**src/hw/vector_arb_cfg.svh**
```systemverilog
// named constants of the interrupt vector arbiter: widths, vector slot offsets, hold time
// assumes it is included by bare name from the package and the design modules
`ifndef VECTOR_ARB_CFG_SVH
`define VECTOR_ARB_CFG_SVH

`define BASE_W          16
`define OFS_W           8
`define ADDR_W          24
`define SLOT_W          7
`define NUM_SLOTS       128
`define RANK_W          6
`define RANK_NONE       6'h3f
`define LEVEL_NMI       2'h3
`define CODE_OFF        2'h0
`define HOLD_CYCLES     2'h2

// level 3 slots
`define OFS_HW_RESET    8'h00
`define OFS_STACK_ERR   8'h02
`define OFS_ILLEGAL     8'h04
`define OFS_DEBUG       8'h06
`define OFS_TRAP        8'h08
`define OFS_NMI         8'h0a
// maskable slots
`define OFS_EXT_A       8'h10
`define OFS_EXT_B       8'h12
`define OFS_EXT_C       8'h14
`define OFS_EXT_D       8'h16
`define OFS_DMA0        8'h18
`define OFS_DMA1        8'h1a
`define OFS_DMA2        8'h1c
`define OFS_DMA3        8'h1e
`define OFS_DMA4        8'h20
`define OFS_DMA5        8'h22
`define OFS_T0_CMP      8'h24
`define OFS_T0_OVF      8'h26
`define OFS_T1_CMP      8'h28
`define OFS_T1_OVF      8'h2a
`define OFS_T2_CMP      8'h2c
`define OFS_T2_OVF      8'h2e
`define OFS_SSP0        8'h30
`define OFS_SSP0_RXE    8'h32
`define OFS_SSP0_RXL    8'h34
`define OFS_SSP0_TX     8'h36
`define OFS_SSP0_TXE    8'h38
`define OFS_SSP0_TXL    8'h3a
`define OFS_SSP1        8'h40
`define OFS_SSP1_RXE    8'h42
`define OFS_SSP1_RXL    8'h44
`define OFS_SSP1_TX     8'h46
`define OFS_SSP1_TXE    8'h48
`define OFS_SSP1_TXL    8'h4a
`define OFS_ASP_RX      8'h50
`define OFS_ASP_RXE     8'h52
`define OFS_ASP_TX      8'h54
`define OFS_ASP_IDLE    8'h56
`define OFS_ASP_TMR     8'h58
`define OFS_HOST_RXF    8'h60
`define OFS_HOST_TXE    8'h62
`define OFS_HOST_CMD    8'h64

`endif

```
**src/hw/vector_arb_pkg.sv**
```systemverilog
// types shared by the interrupt vector arbiter modules
// assumes vector_arb_cfg.svh is on the include path
`include "vector_arb_cfg.svh"

package vector_arb_pkg;
	typedef logic [`SLOT_W-1:0] slot_t;
	typedef logic [`RANK_W-1:0] rank_t;
	typedef logic [1:0]         level_t;
	typedef enum logic [1:0] {
		ST_IDLE,
		ST_OFFER,
		ST_HOLD
	} arb_state_t;
endpackage

```
**src/hw/rank_picker.sv**
```systemverilog
// fixed source order within one priority level: picks the best ranked candidate slot
// assumes the candidate vector already holds only slots of one level
`include "vector_arb_cfg.svh"

module rank_picker (
	input  wire logic [`NUM_SLOTS-1:0]   cand,
	output logic                         found,
	output vector_arb_pkg::slot_t        best_slot
);

	// lower rank wins; level 3 and maskable sources share the numbering
	function automatic vector_arb_pkg::rank_t rank_of(input logic [`OFS_W-1:0] ofs);
		case (ofs)
			`OFS_HW_RESET:  rank_of = 6'h00;
			`OFS_STACK_ERR: rank_of = 6'h01;
			`OFS_ILLEGAL:   rank_of = 6'h02;
			`OFS_DEBUG:     rank_of = 6'h03;
			`OFS_TRAP:      rank_of = 6'h04;
			`OFS_NMI:       rank_of = 6'h05;
			`OFS_EXT_A:     rank_of = 6'h00;
			`OFS_EXT_B:     rank_of = 6'h01;
			`OFS_EXT_C:     rank_of = 6'h02;
			`OFS_EXT_D:     rank_of = 6'h03;
			`OFS_DMA0:      rank_of = 6'h04;
			`OFS_DMA1:      rank_of = 6'h05;
			`OFS_DMA2:      rank_of = 6'h06;
			`OFS_DMA3:      rank_of = 6'h07;
			`OFS_DMA4:      rank_of = 6'h08;
			`OFS_DMA5:      rank_of = 6'h09;
			`OFS_HOST_CMD:  rank_of = 6'h0a;
			`OFS_HOST_TXE:  rank_of = 6'h0b;
			`OFS_HOST_RXF:  rank_of = 6'h0c;
			`OFS_SSP0_RXE:  rank_of = 6'h0d;
			`OFS_SSP0:      rank_of = 6'h0e;
			`OFS_SSP0_RXL:  rank_of = 6'h0f;
			`OFS_SSP0_TXE:  rank_of = 6'h10;
			`OFS_SSP0_TXL:  rank_of = 6'h11;
			`OFS_SSP0_TX:   rank_of = 6'h12;
			`OFS_SSP1_RXE:  rank_of = 6'h13;
			`OFS_SSP1:      rank_of = 6'h14;
			`OFS_SSP1_RXL:  rank_of = 6'h15;
			`OFS_SSP1_TXE:  rank_of = 6'h16;
			`OFS_SSP1_TXL:  rank_of = 6'h17;
			`OFS_SSP1_TX:   rank_of = 6'h18;
			`OFS_ASP_RXE:   rank_of = 6'h19;
			`OFS_ASP_RX:    rank_of = 6'h1a;
			`OFS_ASP_TX:    rank_of = 6'h1b;
			`OFS_ASP_IDLE:  rank_of = 6'h1c;
			`OFS_ASP_TMR:   rank_of = 6'h1d;
			`OFS_T0_OVF:    rank_of = 6'h1e;
			`OFS_T0_CMP:    rank_of = 6'h1f;
			`OFS_T1_OVF:    rank_of = 6'h20;
			`OFS_T1_CMP:    rank_of = 6'h21;
			`OFS_T2_OVF:    rank_of = 6'h22;
			`OFS_T2_CMP:    rank_of = 6'h23;
			default:        rank_of = `RANK_NONE;
		endcase
	endfunction

	// scan all slots, keep the lowest rank seen
	always_comb begin
		vector_arb_pkg::rank_t best_rank;
		best_rank = `RANK_NONE;
		found     = 1'b0;
		best_slot = '0;
		for (int i = 0; i < `NUM_SLOTS; i++) begin
			if (cand[i] && rank_of({7'(i), 1'b0}) < best_rank) begin
				best_rank = rank_of({7'(i), 1'b0});
				best_slot = 7'(i);
				found     = 1'b1;
			end
		end
	end

endmodule // rank_picker

```
**src/hw/interrupt_vector_priority_arbiter.sv**
```systemverilog
// interrupt vector arbiter: gathers exception and peripheral requests, picks one by level
// and fixed order, and offers its fetch address to the core sequencer
// assumes requests are levels held by each source until it is serviced, all on core_clk
`include "vector_arb_cfg.svh"

module interrupt_vector_priority_arbiter (
	input  wire logic                  core_clk,
	input  wire logic                  reset_n,
	// vector base and core interrupt mask
	input  wire logic [`BASE_W-1:0]    vector_base,
	input  wire logic [1:0]            core_mask,
	// level 3 exception requests
	input  wire logic                  hw_reset_req,
	input  wire logic                  stack_error_req,
	input  wire logic                  illegal_instr_req,
	input  wire logic                  debug_req,
	input  wire logic                  trap_req,
	input  wire logic                  nmi_req,
	// maskable requests
	input  wire logic                  external_request_a,
	input  wire logic                  external_request_b,
	input  wire logic                  external_request_c,
	input  wire logic                  external_request_d,
	input  wire logic [5:0]            dma_req,
	input  wire logic [2:0]            timer_compare_req,
	input  wire logic [2:0]            timer_overflow_req,
	input  wire logic [5:0]            sync_serial_port_0_req,
	input  wire logic [5:0]            sync_serial_port_1_req,
	input  wire logic [4:0]            async_serial_port_req,
	input  wire logic [2:0]            host_req,
	// level codes: 0 off, 1..3 give level 0..2
	input  wire logic [1:0]            ext_a_level,
	input  wire logic [1:0]            ext_b_level,
	input  wire logic [1:0]            ext_c_level,
	input  wire logic [1:0]            ext_d_level,
	input  wire logic [11:0]           dma_level,
	input  wire logic [1:0]            timer_level,
	input  wire logic [1:0]            sync_0_level,
	input  wire logic [1:0]            sync_1_level,
	input  wire logic [1:0]            async_level,
	input  wire logic [1:0]            host_level,
	// core sequencer side
	input  wire logic                  core_take,
	output logic                       irq_valid_q,
	output logic [`ADDR_W-1:0]         vector_addr_q,
	output logic [1:0]                 irq_level_q,
	output logic [`SLOT_W-1:0]         irq_slot_q,
	output logic                       taken_q,
	output logic [`SLOT_W-1:0]         taken_slot_q
);

	// reset release flops
	logic                              rst_meta_q;
	logic                              rst_n_q;
	// per-slot arbitration nets
	logic [`NUM_SLOTS-1:0]             req_v;
	logic [`NUM_SLOTS-1:0]             nmi_v;
	logic [1:0]                        code_v [`NUM_SLOTS];
	logic [`NUM_SLOTS-1:0]             active_v;
	logic [1:0]                        eff_v [`NUM_SLOTS];
	logic [3:0]                        level_seen;
	logic [1:0]                        best_level;
	logic                              any_level;
	logic [`NUM_SLOTS-1:0]             cand_v;
	logic                              found;
	vector_arb_pkg::slot_t             best_slot;
	// offer sequence state
	vector_arb_pkg::arb_state_t        state_q;
	vector_arb_pkg::arb_state_t        state_d;
	logic [1:0]                        hold_q;
	logic                              offer_ok;
	logic                              take_now;

	// slot index of an offset plus a step of whole slots
	function automatic vector_arb_pkg::slot_t slot_at(input logic [`OFS_W-1:0] ofs,
		input int k);
		slot_at = ofs[`OFS_W-1:1] + 7'(k);
	endfunction

	// a request passes a core mask at its own level or below; level 3 always passes
	function automatic logic passes(input logic [1:0] level, input logic [1:0] mask);
		passes = (level >= mask);
	endfunction

	// level code 1..3 stands for level 0..2; code 0 is filtered out before use
	function automatic logic [1:0] level_of(input logic [1:0] code);
		level_of = code - 2'h1;
	endfunction

	// reset release through two flops
	always_ff @(posedge core_clk or negedge reset_n) begin
		if (!reset_n) begin
			rst_meta_q <= 1'b0;
			rst_n_q    <= 1'b0;
		end else begin
			rst_meta_q <= 1'b1;
			rst_n_q    <= rst_meta_q;
		end
	end

	// level 3 exceptions, one slot each
	always_comb begin
		nmi_v = '0;
		nmi_v[slot_at(`OFS_HW_RESET, 0)]  = hw_reset_req;
		nmi_v[slot_at(`OFS_STACK_ERR, 0)] = stack_error_req;
		nmi_v[slot_at(`OFS_ILLEGAL, 0)]   = illegal_instr_req;
		nmi_v[slot_at(`OFS_DEBUG, 0)]     = debug_req;
		nmi_v[slot_at(`OFS_TRAP, 0)]      = trap_req;
		nmi_v[slot_at(`OFS_NMI, 0)]       = nmi_req;
	end

	// map each maskable source to its vector slot with its level code
	always_comb begin
		req_v = '0;
		for (int s = 0; s < `NUM_SLOTS; s++) begin
			code_v[s] = `CODE_OFF;
		end
		req_v[slot_at(`OFS_EXT_A, 0)]     = external_request_a;
		code_v[slot_at(`OFS_EXT_A, 0)]    = ext_a_level;
		req_v[slot_at(`OFS_EXT_B, 0)]     = external_request_b;
		code_v[slot_at(`OFS_EXT_B, 0)]    = ext_b_level;
		req_v[slot_at(`OFS_EXT_C, 0)]     = external_request_c;
		code_v[slot_at(`OFS_EXT_C, 0)]    = ext_c_level;
		req_v[slot_at(`OFS_EXT_D, 0)]     = external_request_d;
		code_v[slot_at(`OFS_EXT_D, 0)]    = ext_d_level;
		for (int c = 0; c < 6; c++) begin
			req_v[slot_at(`OFS_DMA0, c)]  = dma_req[c];
			code_v[slot_at(`OFS_DMA0, c)] = dma_level[2*c +: 2];
			req_v[slot_at(`OFS_SSP0, c)]  = sync_serial_port_0_req[c];
			code_v[slot_at(`OFS_SSP0, c)] = sync_0_level;
			req_v[slot_at(`OFS_SSP1, c)]  = sync_serial_port_1_req[c];
			code_v[slot_at(`OFS_SSP1, c)] = sync_1_level;
		end
		for (int t = 0; t < 3; t++) begin
			req_v[slot_at(`OFS_T0_CMP, 2*t)]  = timer_compare_req[t];
			code_v[slot_at(`OFS_T0_CMP, 2*t)] = timer_level;
			req_v[slot_at(`OFS_T0_OVF, 2*t)]  = timer_overflow_req[t];
			code_v[slot_at(`OFS_T0_OVF, 2*t)] = timer_level;
			req_v[slot_at(`OFS_HOST_RXF, t)]  = host_req[t];
			code_v[slot_at(`OFS_HOST_RXF, t)] = host_level;
		end
		for (int a = 0; a < 5; a++) begin
			req_v[slot_at(`OFS_ASP_RX, a)]  = async_serial_port_req[a];
			code_v[slot_at(`OFS_ASP_RX, a)] = async_level;
		end
	end

	// effective level per slot; reserved slots never carry a request
	always_comb begin
		for (int s = 0; s < `NUM_SLOTS; s++) begin
			if (nmi_v[s]) begin
				active_v[s] = 1'b1;
				eff_v[s]    = `LEVEL_NMI;
			end else begin
				active_v[s] = req_v[s] && (code_v[s] != `CODE_OFF);
				eff_v[s]    = level_of(code_v[s]);
			end
		end
	end

	// which levels have an unmasked request; level 3 passes any mask
	always_comb begin
		level_seen = '0;
		for (int s = 0; s < `NUM_SLOTS; s++) begin
			if (active_v[s] && passes(eff_v[s], core_mask)) begin
				level_seen[eff_v[s]] = 1'b1;
			end
		end
	end

	// highest present level wins before any source order is looked at
	always_comb begin
		any_level  = |level_seen;
		best_level = 2'h0;
		for (int l = 0; l < 4; l++) begin
			if (level_seen[l]) begin
				best_level = 2'(l);
			end
		end
	end

	// candidates are the unmasked requests at the winning level
	always_comb begin
		for (int s = 0; s < `NUM_SLOTS; s++) begin
			cand_v[s] = any_level && active_v[s] && (eff_v[s] == best_level)
				&& passes(eff_v[s], core_mask);
		end
	end

	// fixed order tie break inside the winning level
	rank_picker u_rank_picker (
		.cand      (cand_v),
		.found     (found),
		.best_slot (best_slot)
	);

	// offer is dropped once taken, so no slot is handed out twice
	assign offer_ok = (state_q != vector_arb_pkg::ST_HOLD);

	// the core accepts the standing offer at this edge
	assign take_now = (state_q == vector_arb_pkg::ST_OFFER) && core_take;

	// offer, take and hold-off sequence
	always_comb begin
		state_d = state_q;
		case (state_q)
			vector_arb_pkg::ST_IDLE: begin
				if (found) begin
					state_d = vector_arb_pkg::ST_OFFER;
				end
			end
			vector_arb_pkg::ST_OFFER: begin
				if (core_take) begin
					state_d = vector_arb_pkg::ST_HOLD;
				end else if (!found) begin
					state_d = vector_arb_pkg::ST_IDLE;
				end
			end
			vector_arb_pkg::ST_HOLD: begin
				if (hold_q == 2'h0) begin
					state_d = vector_arb_pkg::ST_IDLE;
				end
			end
			default: state_d = vector_arb_pkg::ST_IDLE;
		endcase
	end

	// state register
	always_ff @(posedge core_clk or negedge rst_n_q) begin
		if (!rst_n_q) begin
			state_q <= vector_arb_pkg::ST_IDLE;
		end else begin
			state_q <= state_d;
		end
	end

	// hold-off counter gives the source time to drop its request
	always_ff @(posedge core_clk or negedge rst_n_q) begin
		if (!rst_n_q) begin
			hold_q <= `HOLD_CYCLES;
		end else if (take_now) begin
			hold_q <= `HOLD_CYCLES;
		end else if (state_q == vector_arb_pkg::ST_HOLD && hold_q != 2'h0) begin
			hold_q <= hold_q - 2'h1;
		end
	end

	// offer flag: up while a winner stands, down from the edge the core takes it
	always_ff @(posedge core_clk or negedge rst_n_q) begin
		if (!rst_n_q) begin
			irq_valid_q <= 1'b0;
		end else if (take_now) begin
			irq_valid_q <= 1'b0;
		end else begin
			irq_valid_q <= found && offer_ok && state_d != vector_arb_pkg::ST_HOLD;
		end
	end

	// offered vector follows the current winner and freezes once taken
	always_ff @(posedge core_clk or negedge rst_n_q) begin
		if (!rst_n_q) begin
			vector_addr_q <= '0;
			irq_level_q   <= 2'h0;
			irq_slot_q    <= '0;
		end else if (found && offer_ok && !take_now) begin
			vector_addr_q <= {vector_base, best_slot, 1'b0};
			irq_level_q   <= best_level;
			irq_slot_q    <= best_slot;
		end
	end

	// one-cycle notice that the core took the offer
	always_ff @(posedge core_clk or negedge rst_n_q) begin
		if (!rst_n_q) begin
			taken_q <= 1'b0;
		end else begin
			taken_q <= take_now;
		end
	end

	// slot of the last take, kept until the next one
	always_ff @(posedge core_clk or negedge rst_n_q) begin
		if (!rst_n_q) begin
			taken_slot_q <= '0;
		end else if (take_now) begin
			taken_slot_q <= irq_slot_q;
		end
	end

endmodule // interrupt_vector_priority_arbiter

```
**config.mk**
```make
export PLATFORM = sky130hd
export DESIGN_NAME = interrupt_vector_priority_arbiter
export DESIGN_NICKNAME = d
export VERILOG_FILES = /design/src/hw/vector_arb_pkg.sv /design/src/hw/rank_picker.sv /design/src/hw/interrupt_vector_priority_arbiter.sv
export VERILOG_INCLUDE_DIRS = /design/src /design/src/hw
export SDC_FILE = /design/constraint.sdc
export NUM_CORES = 1
export LEC_CHECK = 0
export BUFFER_PORTS_ARGS = -buffer_cell sky130_fd_sc_hd__buf_2
export CAP_MARGIN = 25
export CORE_MARGIN = 1
export CORE_UTILIZATION = 60
export CTS_BUF_LIST = sky130_fd_sc_hd__clkbuf_8 sky130_fd_sc_hd__clkbuf_16
export DETAILED_ROUTE_END_ITERATION = 8
export PLACE_DENSITY = 0.87
export SETUP_SLACK_MARGIN = 0.05
export SLEW_MARGIN = 0
export SYNTH_ARGS = -nofsm -noshare
export SYNTH_HDL_FRONTEND = slang
export SYNTH_SLANG_ARGS = --single-unit
export TNS_END_PERCENT = 50
```
**constraint.sdc**
```tcl
create_clock -name core_clk -period 2.1 [get_ports core_clk]
set_input_delay 0.21 -clock core_clk [delete_from_list [all_inputs] [get_ports core_clk]]
set_output_delay 0.21 -clock core_clk [all_outputs]
set_load 0.02 [all_outputs]
```
==> results.txt, run 1 <==
- The run stopped with a tool error.
- The flow stopped in clock tree synthesis.
- Error that halted the flow: [ERROR DPL-0038] Utilization greater than 100%, impossible to legalize
- Buffers on Ports: 130
* Row count: 36
- Buffers inserted during clock tree synthesis total 5.
- Synth Register Bits: 38
- Among all flip-flop cells after synthesis, the most frequent one is sky130_fd_sc_hd__dfrtp_1.
* Synthesized instance count: 739
- The initial utilization of the core area, before any placement, comes to 0.6190.
* Routability congestion estimate: 1.119
- The number of setup buffers added after CTS is 28.
* Total number of yosys warnings: 0
- Root cell of the clock tree: sky130_fd_sc_hd__clkbuf_8
- Synthesized-area fraction occupied by xor and xnor cells: 0.005790
- Of the total synthesized cell area, the portion taken by full adders, half adders and majority gates is 0.2089.
* Number of synthesized flops with an enable pin: 0
- Fraction of the mapped netlist area in compound gates: 0.2128
- Largest area contributor in the netlist: sky130_fd_sc_hd__ha_1
- Share of synthesized area occupied by flip-flops and latches: 0.1574
* Basic-gate share of the synthesized area counting and, or, nand and nor cells: 0.2961
- HPWL after DPL: 23360 µm
- The synthesized netlist occupies a cell area of 6051 µm².
- Averaged over all synthesized cells, the footprint is 8.188 µm².
* Count of cells resized by post-cts repair: 93
- Measured against the total synthesized area, the mux share comes to 0.04425.
- Number of top-level pins: 135
- For this run, asynchronously set or reset flops after synthesis account for 1.000.
- Most instantiated cells after synthesis: sky130_fd_sc_hd__ha_1, sky130_fd_sc_hd__inv_1, sky130_fd_sc_hd__nor2_1, sky130_fd_sc_hd__dfrtp_1, sky130_fd_sc_hd__nand4_1
- Share of the synthesized area in the top cell type: 0.2089
- The die is 102.4 µm wide.
* # H-tree levels: 2
* # clock sinks: 38
* Number of library cell types mapped by synthesis: 91
- In the post-synthesis netlist, the cell with the most instances is sky130_fd_sc_hd__ha_1.
* Largest cells by area after synthesis: sky130_fd_sc_hd__ha_1, sky130_fd_sc_hd__dfrtp_1, sky130_fd_sc_hd__inv_1
* Number of buffers on the longest clock path: 2
* Height of the die: 102.4 µm
- By area, the combinational part of the netlist is dominated by simple AND/OR/NAND/NOR gates.
* Total of hold buffers inserted after clock tree synthesis: 1
cells by family after synthesis:
family / Yosys count
flops: 38
fa+ha+maj: 101
mux: 24
other cells: 2
simple gates: 300
xor+xnor: 4
compound gates: 171
buf+inv: 99
metrics by stage:
step	TNS [ps]	hold slack [ps]	area [µm²]	instances	setup slack [ps]
after floorplan	-75000	-85.59	6289	742	-2966
after global placement	-84670	-4.736	9056	1258	-3339
after detailed placement	-94110	-3.453	9056	1258	-3828
==> run 2, diff against run 1 <==
--- a/config.mk
+++ b/config.mk
@@ -9,11 +9,9 @@
 export BUFFER_PORTS_ARGS = -buffer_cell sky130_fd_sc_hd__buf_2
 export CAP_MARGIN = 25
 export CORE_MARGIN = 1
-export CORE_UTILIZATION = 60
-export CTS_BUF_LIST = sky130_fd_sc_hd__clkbuf_8 sky130_fd_sc_hd__clkbuf_16
+export CORE_UTILIZATION = 40
 export DETAILED_ROUTE_END_ITERATION = 8
-export PLACE_DENSITY = 0.87
-export SETUP_SLACK_MARGIN = 0.05
+export PLACE_DENSITY_LB_ADDON = 0.15
 export SLEW_MARGIN = 0
 export SYNTH_ARGS = -nofsm -noshare
 export SYNTH_HDL_FRONTEND = slang
==> run 2 against run 1 <==
  * The flow now finishes, with violations (DRC, setup timing)
  * Synthesized cell count unchanged
  * Synthesized area unchanged
==> results.txt, run 2 <==
- Outcome: finished, violations left
* Violated checks: DRC, setup timing
- For this design the static power due to leakage is 0.004962 µW.
- Most instantiated cells after synthesis: sky130_fd_sc_hd__ha_1, sky130_fd_sc_hd__inv_1, sky130_fd_sc_hd__nor2_1, sky130_fd_sc_hd__dfrtp_1, sky130_fd_sc_hd__nand4_1
- Data arrival time of the critical path: 5240 ps
- TritonCTS created 5 clock buffers.
* Power per unit of standard cell area: 566.7 nW/µm²
- Clock skew: 2.772 ps
* Most used flip-flop cell after synthesis: sky130_fd_sc_hd__dfrtp_1
- In the post-synthesis netlist, the biggest area contributors are sky130_fd_sc_hd__ha_1, sky130_fd_sc_hd__dfrtp_1, sky130_fd_sc_hd__inv_1.
- Largest regs: vector_addr_q: 17 flops, taken_slot_q: 6 flops, irq_slot_q: 5 flops
* Total instance count after detailed placement: 1320
- The cell area that synthesis handed to floorplanning was 6051 µm².
- Share of cells above drive strength 1: 0.5090
- The floorplan step set the die width to 125.0 µm.
- RSZ-0062 raised after global routing: true
- Max_slew headroom: 0.6096
- The synthesized netlist contains 91 unique library cells.
- Dominant cell by count in the synthesized netlist: sky130_fd_sc_hd__ha_1
- Once layout is complete, the utilization of the core stands at 0.6838.
- Critical Path End Type: register
- Total number of yosys warnings: 0
* Grt total ovfl: 0
- Part of the cycle the worst path needs: 2.412
* # clock sinks: 38
- Counting every instance in the synthesized netlist gives 739.
- Row count: 44
- Fill cells in the final layout number 1184.
* Total area of multi-input combinational cells: 5147 µm²
* Final setup violation count: 26
- Transition time at the pin with the least slew margin: 583.0 ps
- From synthesis to final layout, the design area changed by 65.49%.
- After detailed routing, the number of vias per cell comes to 5.655.
* Core area: 14640 µm²
- The initial utilization of the core area, before any placement, comes to 0.4132.
* # H-tree levels: 2
- Clock tree synthesis selected as its root buffer the cell sky130_fd_sc_hd__clkbuf_16.
* DRC Markers: 8
- HPWL after DPL: 19980 µm
- Commonest non-fill, non-tap cell in the layout: sky130_fd_sc_hd__buf_4
- Number of buffers on the longest clock path: 2
- Top library cells by usage in the layout, fill and taps aside: sky130_fd_sc_hd__buf_4, sky130_fd_sc_hd__buf_2, sky130_fd_sc_hd__ha_1
- At the end of the flow, the number of nets in the layout was 1360.
- Largest area contributor in the netlist: sky130_fd_sc_hd__ha_1
* Worst hold path type: in2reg
- Antenna violations before repair: 1
* Maximum number of pins on one net before global-route repair: 37
- Clock-pin slew reported for the worst setup and hold paths after clock tree synthesis: 60 ps
- Buffers on Ports: 130
* Die area: 15620 µm²
- Drt initial violations: 393
- Data on the critical path is required at its endpoint by 2270 ps.
- Placement Setup Slack: -3522 ps
* VDD IR-drop max: 0.0006731 V
* CP max FO: 7
- Fraction of synthesis flops using an asynchronous set or reset pin: 1.000
* Final Hold Viols: 0
* Routability congestion estimate: 0.9586
- For this run, the top clock speed supported by timing is 0.1974 GHz.
- Number of synthesized flops with an enable pin: 0
- 0 antenna diodes ended up in the layout.
- After synthesis, the mean cell area works out to 8.188 µm².
- Class of the most critical setup path: in2reg
- Slew Limit Fails: 0
- Clock insertion delay at the later pin of the skew report: 290 ps
* Final Critical Period: 5066 ps
* Height of the die: 125.0 µm
- Across all setup checks in the final design, the least slack found is -2966 ps.
* Cell Count, Final, Fillers Out: 1351
- vector_addr_q holds more flip-flops than any other register.
* Register cell area after layout: 952.2 µm²
- The share of synthesized area in the top cell type comes to 0.2089.
- Share of synthesized area occupied by flip-flops and latches: 0.1574
- Wires add up to 24680 µm.
- Number of top-level pins: 135
- CTS tree: yes
- Startpoint class of the critical path: input pin
- Sum Neg Setup Slack: -74980 ps
- Once detail routing completed, the nets flagged for antenna violations numbered 0.
* Count of max-cap constraint violations: 0
- Number of optimization iterations in the first detailed-route pass: 7
* Global-route wire length before repair: 39060 µm
* Synth Register Bits: 38
- Detailed routing inserted a total of 7640 vias.
- Vias in the first global route: 7862
- Detailed-route wire length per cell: 18.27 µm
* Max reg flops: 17
- For this run, the total global-route usage over all layers was measured as 0.3122.
==> run 2: cell counts after synthesis <==
Identical to the previous run, type by type.
==> run 2: stage by stage <==
| step | hold slack (ps) | total power [µW] | cell area, µm² |
|---|---|---|---|
| 2_1_floorplan | -85.59 | 2854 | 6289 |
| 3_3_place_gp | -6.218 | 4076 | 9220 |
| 3_5_place_dp | -4.435 | 4168 | 9220 |
| 4_1_cts | 126.2 | 5554 | 9821 |
| 5_1_grt | 122.1 | 5986 | 10010 |
| 6_report | 134.1 | 5675 | 10010 |
==> run 2: cells by family after synthesis <==
kind of cell,synth area share
AND/OR/NAND/NOR,0.2961
XOR/XNOR,0.005789
multiplexers,0.04425
AO/OA/AOI/OAI,0.2128
other,0.001241
adder cells (fa/ha/maj),0.2088
buffers and inverters,0.07361
flip-flops,0.1574
==> run 2: path summary, 6_finish.rpt <==
path	from	to	slack, ps	depth (start not counted)
worst max-delay path	core_mask[1]	vector_addr_q[12]	-2970	21
worst min-delay path	core_take	state_q[0]	130	2
worst max register to register	state_q[1]	vector_addr_q[12]	350	6
worst min register to register	rst_n_q	vector_addr_q[14]	280	1
max in group asynchronous	rst_n_q	hold_q[1]	1460	1
min in group asynchronous	reset_n	rst_meta_q	240	2
==> run 2: area by class of cell <==
cell class,instances,share of cell area
clock buffers,6,0.01387
clock inverters,2,0.005998
inverters,70,0.02774
multi-input cells,605,0.5141
flip-flops and latches,38,0.09509
well taps,184,0.02299
repair buffers,446,0.3203
==> run 2: timing repair <==
item                                    4_1_cts  5_1_grt
pin swaps                                    11        9
endpoints found under the setup margin       26       26
hold endpoints to repair                      2        0
buffers inserted                             14        5
cloned                                        3        0
hold buffers                                  1        0
gates resized for setup                      47       32
==> run 2: per-layer routing <==
metal | routed length, µm | track usage | vias up
li1 | - | - | 3638
met1 | 10390 | 0.3774 | 3672
met2 | 12010 | 0.5580 | 271
met3 | 1394 | 0.05306 | 59
met4 | 881 | 0.1062 | 0
met5 | 0 | 0 | -
==> run 2: power by group <==
group          internal [µW]  switching, µW  total, µW
Clock                    714            322       1040
Combinational           1730           1740       3460
Sequential               992            184       1180
Total                   3430           2240       5670
==> run 2: worst max-delay path: stages <==
cell and delay [ps]:
sky130_fd_sc_hd__buf_6 80, sky130_fd_sc_hd__clkinvlp_4 110, sky130_fd_sc_hd__buf_12 170, sky130_fd_sc_hd__buf_6 120, sky130_fd_sc_hd__ha_2 180, sky130_fd_sc_hd__or3b_4 410
sky130_fd_sc_hd__nand4_1 190, sky130_fd_sc_hd__and4_1 280, sky130_fd_sc_hd__nand3_1 100, sky130_fd_sc_hd__or4_4 610, sky130_fd_sc_hd__a21o_1 240, sky130_fd_sc_hd__a21o_1 220
sky130_fd_sc_hd__or4_4 540, sky130_fd_sc_hd__nor4_4 390, sky130_fd_sc_hd__and3_4 280, sky130_fd_sc_hd__a2111oi_4 70, sky130_fd_sc_hd__and3_4 210, sky130_fd_sc_hd__nor2b_4 210
sky130_fd_sc_hd__buf_4 160, sky130_fd_sc_hd__buf_12 130, sky130_fd_sc_hd__mux2_4 300
No activity file was read; power rests on OpenSTA's default activity.
